[src/inc/supply_monitor_pkg.sv]
// shared constants and types for the supply monitor register block
package supply_monitor_pkg;

    localparam int ADDR_W = 16;
    localparam int DATA_W = 8;
    localparam int CODE_W = 5;
    localparam int EVT_W  = 2;

    localparam logic [ADDR_W-1:0] OFS_ENABLE    = 16'h5100;
    localparam logic [ADDR_W-1:0] OFS_THRESHOLD = 16'h5101;
    localparam logic [ADDR_W-1:0] OFS_RESULT    = 16'h5102;
    localparam logic [ADDR_W-1:0] OFS_STATUS    = 16'h5103;
    localparam logic [ADDR_W-1:0] OFS_MASK      = 16'h5104;

    localparam int BIT_DETECT_EN = 0;
    localparam int BIT_FLAG      = 0;
    localparam int EVT_BELOW     = 0;
    localparam int EVT_RECOVER   = 1;

    localparam logic              RESET_EN     = 1'h0;
    localparam logic              RESET_FLAG   = 1'h0;
    localparam logic [CODE_W-1:0] RESET_CODE   = 5'h00;
    localparam logic [EVT_W-1:0]  RESET_EVT    = 2'h0;
    localparam logic [DATA_W-1:0] RESET_RDATA  = 8'h00;

    typedef enum logic [1:0] {
        ST_IDLE   = 2'b01,
        ST_DETECT = 2'b10
    } mon_state_t;

    typedef struct packed {
        logic [ADDR_W-1:0] addr;
        logic [DATA_W-1:0] wdata;
        logic              wr;
        logic              rd;
    } reg_req_t;

    typedef struct packed {
        mon_state_t        state;
        logic              detect_enable;
        logic [CODE_W-1:0] threshold_code;
        logic              sync_1;
        logic              sync_2;
        logic              primed;
        logic              undervoltage_flag;
        logic [EVT_W-1:0]  status;
        logic [EVT_W-1:0]  mask;
        logic              irq;
        logic [DATA_W-1:0] rdata;
    } mon_regs_t;

    localparam mon_regs_t MON_RESET = '{
        state: ST_IDLE, detect_enable: RESET_EN, threshold_code: RESET_CODE,
        sync_1: 1'h0, sync_2: 1'h0, primed: 1'h0, undervoltage_flag: RESET_FLAG,
        status: RESET_EVT, mask: RESET_EVT, irq: 1'h0, rdata: RESET_RDATA
    };

endpackage

[src/rtl/supply_monitor_ctrl.sv]
// register-side control of the supply undervoltage comparator
//
// Strobed register access was left to the implementer.
`timescale 1ns/1ns

module supply_monitor_ctrl
    import supply_monitor_pkg::*;
(
    input  wire logic              clk_sys,
    input  wire logic              rst_n,
    input  wire reg_req_t          req,
    output logic [DATA_W-1:0]      rdata,
    input  wire logic              cmp_below,
    output logic                   cmp_enable,
    output logic [CODE_W-1:0]      cmp_threshold,
    output logic                   irq
);

    mon_regs_t        st;
    mon_regs_t        next_st;
    logic [EVT_W-1:0] evt;

    logic wr_enable;
    logic wr_threshold;
    logic wr_mask;
    logic rd_status;

    assign wr_enable    = req.wr && (req.addr == OFS_ENABLE);
    assign wr_threshold = req.wr && (req.addr == OFS_THRESHOLD);
    assign wr_mask      = req.wr && (req.addr == OFS_MASK);
    assign rd_status    = req.rd && (req.addr == OFS_STATUS);

    always_comb begin
        next_st = st;
        evt     = '0;

        // first stage feeds only the second one
        next_st.sync_1 = cmp_below;
        next_st.sync_2 = st.sync_1;
        next_st.primed = (st.state == ST_DETECT);

        case (st.state)
            ST_IDLE: begin
                if (wr_enable && req.wdata[BIT_DETECT_EN]) begin
                    next_st.state         = ST_DETECT;
                    next_st.detect_enable = 1'b1;
                end
            end
            ST_DETECT: begin
                // one-means-low polarity carried straight from the comparator
                next_st.undervoltage_flag = st.sync_2;
                // the write cycle itself samples the outcome, so the
                // frozen value is what stood at the moment of the write
                if (wr_enable && !req.wdata[BIT_DETECT_EN]) begin
                    next_st.state         = ST_IDLE;
                    next_st.detect_enable = 1'b0;
                end
                // no events on the first live cycle: the flag still
                // holds the old frozen value and a bogus edge would show
                if (st.primed && st.sync_2 && !st.undervoltage_flag) begin
                    evt[EVT_BELOW] = 1'b1;
                end
                if (st.primed && !st.sync_2 && st.undervoltage_flag) begin
                    evt[EVT_RECOVER] = 1'b1;
                end
            end
            default: begin
                next_st.state         = ST_IDLE;
                next_st.detect_enable = 1'b0;
            end
        endcase

        // reserved codes are stored as written; software keeps clear of them
        if (wr_threshold) begin
            next_st.threshold_code = req.wdata[CODE_W-1:0];
        end
        if (wr_mask) begin
            next_st.mask = req.wdata[EVT_W-1:0];
        end

        // a new event wins over the clear-on-read of the same cycle
        next_st.status = (rd_status ? RESET_EVT : st.status) | evt;
        next_st.irq    = |(next_st.status & next_st.mask);

        next_st.rdata = RESET_RDATA;
        if (req.rd) begin
            case (req.addr)
                OFS_ENABLE: begin
                    next_st.rdata[BIT_DETECT_EN] = st.detect_enable;
                end
                OFS_THRESHOLD: begin
                    next_st.rdata[CODE_W-1:0] = st.threshold_code;
                end
                OFS_RESULT: begin
                    next_st.rdata[BIT_FLAG] = st.undervoltage_flag;
                end
                OFS_STATUS: begin
                    next_st.rdata[EVT_W-1:0] = st.status;
                end
                OFS_MASK: begin
                    next_st.rdata[EVT_W-1:0] = st.mask;
                end
                default: begin
                    next_st.rdata = RESET_RDATA;
                end
            endcase
        end
    end

    // flag reset value is a defined zero, though software must not rely on it
    always_ff @(posedge clk_sys) begin
        if (!rst_n) begin
            st <= MON_RESET;
        end else begin
            st <= next_st;
        end
    end

    assign rdata         = st.rdata;
    assign cmp_enable    = st.detect_enable;
    assign cmp_threshold = st.threshold_code;
    assign irq           = st.irq;
endmodule // supply_monitor_ctrl

[config.mk]
export PLATFORM = sky130hd
export DESIGN_NAME = supply_monitor_ctrl
export DESIGN_NICKNAME = d
export VERILOG_FILES = /design/src/inc/supply_monitor_pkg.sv /design/src/rtl/supply_monitor_ctrl.sv
export SDC_FILE = /design/constraint.sdc
export NUM_CORES = 1
export LEC_CHECK = 0
export ABC_CLOCK_PERIOD_IN_PS = 2100
export BUFFER_PORTS_ARGS = -buffer_cell sky130_fd_sc_hd__buf_2
export CAP_MARGIN = 20
export CORE_ASPECT_RATIO = 1.25
export CORE_MARGIN = 1.5
export CORE_UTILIZATION = 28
export DETAILED_ROUTE_END_ITERATION = 10
export GPL_TIMING_DRIVEN = 0
export HOLD_SLACK_MARGIN = 0.02
export PLACE_DENSITY_LB_ADDON = 0.1
export SKIP_LAST_GASP = 1
export SLEW_MARGIN = 40
export SYNTH_ARGS = -nofsm -noshare
export SYNTH_HDL_FRONTEND = slang
export SYNTH_SLANG_ARGS = --single-unit
[constraint.sdc]
create_clock -name clk_sys -period 2.1 [get_ports clk_sys]
set_input_delay 0.42 -clock clk_sys [delete_from_list [all_inputs] [get_ports clk_sys]]
set_output_delay 0.42 -clock clk_sys [all_outputs]
set_load 0.02 [all_outputs]
==> flow_metrics.env <==
export IMPL_postRouteAntennaNets=0
export IMPL_dieHeight_microns=70.9
export IMPL_drt_iter0_markers=10
export IMPL_die_area_sq_um=4070
export IMPL_cts_root_buffer="clkbuf_8"
export IMPL_maxClockFrequency_mhz=577
export IMPL_synth_distinct_cells=31
export IMPL_hpwlAfterDp_microns=1690
export IMPL_final_seq_area_sq_um=420
export IMPL_status="completed"
export IMPL_crit_path_max_fanout=3
export IMPL_setup_viol=0
export IMPL_final_common_cell="buf_2"
export IMPL_crit_arrival_ps=1880
export IMPL_fill_cells=375
export IMPL_first_pass_iters=4
export IMPL_grt_pass1_wl_microns=3500
export IMPL_switching_share_pct=21.8
export IMPL_cp_data_required_time_ps=2250
export IMPL_area_growth_pct=27.4
export IMPL_synth_top_family_by_area="simple AND/OR/NAND/NOR gates"
export IMPL_hold_path_startpoint="cmp_below"
export IMPL_r2r_slack_ps=720
export IMPL_utilization_pct=37.5
export IMPL_gp_congestion=0.768
export IMPL_overflow=0
export IMPL_ys_seq_area_share_pct=40.7
export IMPL_clock_path_buffers=2
export IMPL_cts_clk_slew_worst_paths_ps=70
export IMPL_cp_end_kind="flip-flop"
export IMPL_cts_tree="built"
export IMPL_holdWs_ps=364
export IMPL_irDropWorstVdd_v=0.000294
export IMPL_drive_gt1_share_pct=49.6
export IMPL_cts_resized=0
export IMPL_synthCells=97
export IMPL_yosys_warnings=0
export IMPL_nets=169
export IMPL_path_cells="buf_2 -> nor4b_2 -> nand2_2 -> nor3_2 -> mux2_2 -> a22o_1"
export IMPL_postCtsHoldBufs=0
export IMPL_synth_compound_area_share_pct=6.30
export IMPL_antenna_cells=0
export IMPL_p_seq_share_pct=55.6
export IMPL_final_cells=178
export IMPL_grt_max_degree=13
export IMPL_avgSynthCellArea_sq_um=10.7
export IMPL_first_global_vias=833
export IMPL_synth_mux_area_share_pct=12.3
export IMPL_io_buffers=36
export IMPL_viasPerCell=4.46
export IMPL_rsz0062_at_grt="no"
export IMPL_rr_startpoint="st[24]"
export IMPL_maxSlewViolCount=0
export IMPL_die_w_microns=57.3
export IMPL_cts_setup_buffers=0
export IMPL_drt_wirelength_per_cell_microns=11.2
export IMPL_clk_latency_ps=250
export IMPL_clkSinkCount=21
export IMPL_p_clk_share_pct=35.8
export IMPL_slowest_stage="nor4b_2"
export IMPL_hold_viol=0
export IMPL_synth_fa_ha_area_share_pct=0
export IMPL_cts_buffers=3
export IMPL_critical_path_max_stage_delay_ps=420
export IMPL_dr_total_vias=793
export IMPL_synth_xor_area_share_pct=0
export IMPL_crit_family="simple AND/OR/NAND/NOR gates"
export IMPL_worstSetupStartpointType="input pin"
export IMPL_path_buf_inv=1
export IMPL_synth_simple_area_share_pct=29.4
export IMPL_fp_row_count=24
export IMPL_clock_skew_ps=1.11
export IMPL_coreArea_sq_um=3510
export IMPL_netSwitchingPower_mw=0.157
export IMPL_path_class="in -> reg"
export IMPL_period_needed_ps=1730
export IMPL_initial_utilization_pct=29.4
export IMPL_cp_startpoint="req[19]"
export IMPL_multi_input_area_sq_um=508
export IMPL_fin_crit_sh_pct=82.6
export IMPL_drt_wl_total_microns=2000
export IMPL_ys_ff_latch=21
export IMPL_power_internal_mw=0.563
export IMPL_tns_ps=0
export IMPL_place_inst=174
export IMPL_p_leak_nw=0.581
export IMPL_io_pins=44
export IMPL_final_cell_mix="buf_2 (36), dfxtp_1 (21), buf_4 (14), nor2b_1 (8), and2_1 (8)"
export IMPL_grt_use_total_pct=10.7
export IMPL_drc=0
export IMPL_htree_num_levels=1
export IMPL_combPwrFrac_pct=8.7
export IMPL_synth_area_sq_um=1030
export IMPL_max_cap_violations=0
export IMPL_p_per_area_nw_per_um2=548
export IMPL_min_path_type="in -> reg"
export IMPL_antenna_found_initial=0
## synth_stat cells
cell,number,area (sq um)
or3_1,1,6.26
mux4_2,1,22.5
nand3_1,4,20.0
nand4b_1,2,17.5
a32oi_1,1,8.76
nand4_4,1,21.3
nand2_2,1,6.26
conb_1,1,3.75
and2_1,8,50.1
a22o_1,1,8.76
a21oi_1,1,5.00
o21ai_0,2,10.0
nand2_1,1,3.75
nor3_1,2,10.0
mux2i_1,6,60.1
nor3_4,2,32.5
o211a_1,1,10.0
nor4b_2,1,15.0
o211ai_1,1,7.51
nor4b_4,1,23.8
and2b_2,2,17.5
buf_4,14,105
clkbuf_1,2,7.51
nor3_2,1,10.0
a21boi_0,2,15.0
nor2_1,2,7.51
or2_2,1,6.26
mux2_2,4,45.0
dfxtp_1,21,420
nor2b_1,8,50.1
nand2b_1,1,6.26
## final timing paths
kind,cells past startpoint,endpoint
setup / recovery,6,irq
hold / removal,2,next_st[15]
setup reg to reg,5,irq
hold reg to reg,1,st[15]
## per-layer routing
metal / track usage [%] / part of all wire, %
met1: 11.7 / 39
met2: 19.7 / 54
met3: 2.56 / 5.6
met4: 3.88 / 0.65
met5: 0 / 0
## power groups by stage
stage,Combinational (mW),Sequential (mW),Clock (mW)
5_1_grt,0.0685,0.401,0.293
6_report,0.0626,0.400,0.258
3_3_place_gp,0.0629,0.410,0
2_1_floorplan,0.0301,0.409,0
3_5_place_dp,0.0633,0.410,0
4_1_cts,0.0636,0.400,0.272
## sequential cells by signal, summed over array words and instances, names as in the netlist
register / flops
st: 9
next_st: 1
irq: 1
cmp_threshold: 5
rdata: 5
## area by class of cell
class                           count  share of cell area [%]
Multi-Input combinational cell     62                    38.6
Clock buffer                        3                    3.14
Tap cell                           39                    3.71
Buffer                             16                    8.56
Sequential cell                    21                    31.9
Clock inverter                      1                   0.380
Timing Repair Buffer               36                    13.7
## stage by stage
step           setup slack [ps]  instance area, sq um  power, mW
2_1_floorplan               306                  1040      0.440
3_3_place_gp               86.0                  1270      0.473
3_5_place_dp               65.1                  1270      0.473
4_1_cts                     343                  1320      0.736
5_1_grt                     250                  1320      0.762
6_report                    366                  1320      0.721
## cell families after synthesis
kind of cell    count (synthesis)
other cells                     1
buf+inv                        16
compound gates                  9
flops                          21
simple gates                   39
mux                            11
Note: power is estimated with default switching activity, not from simulation.
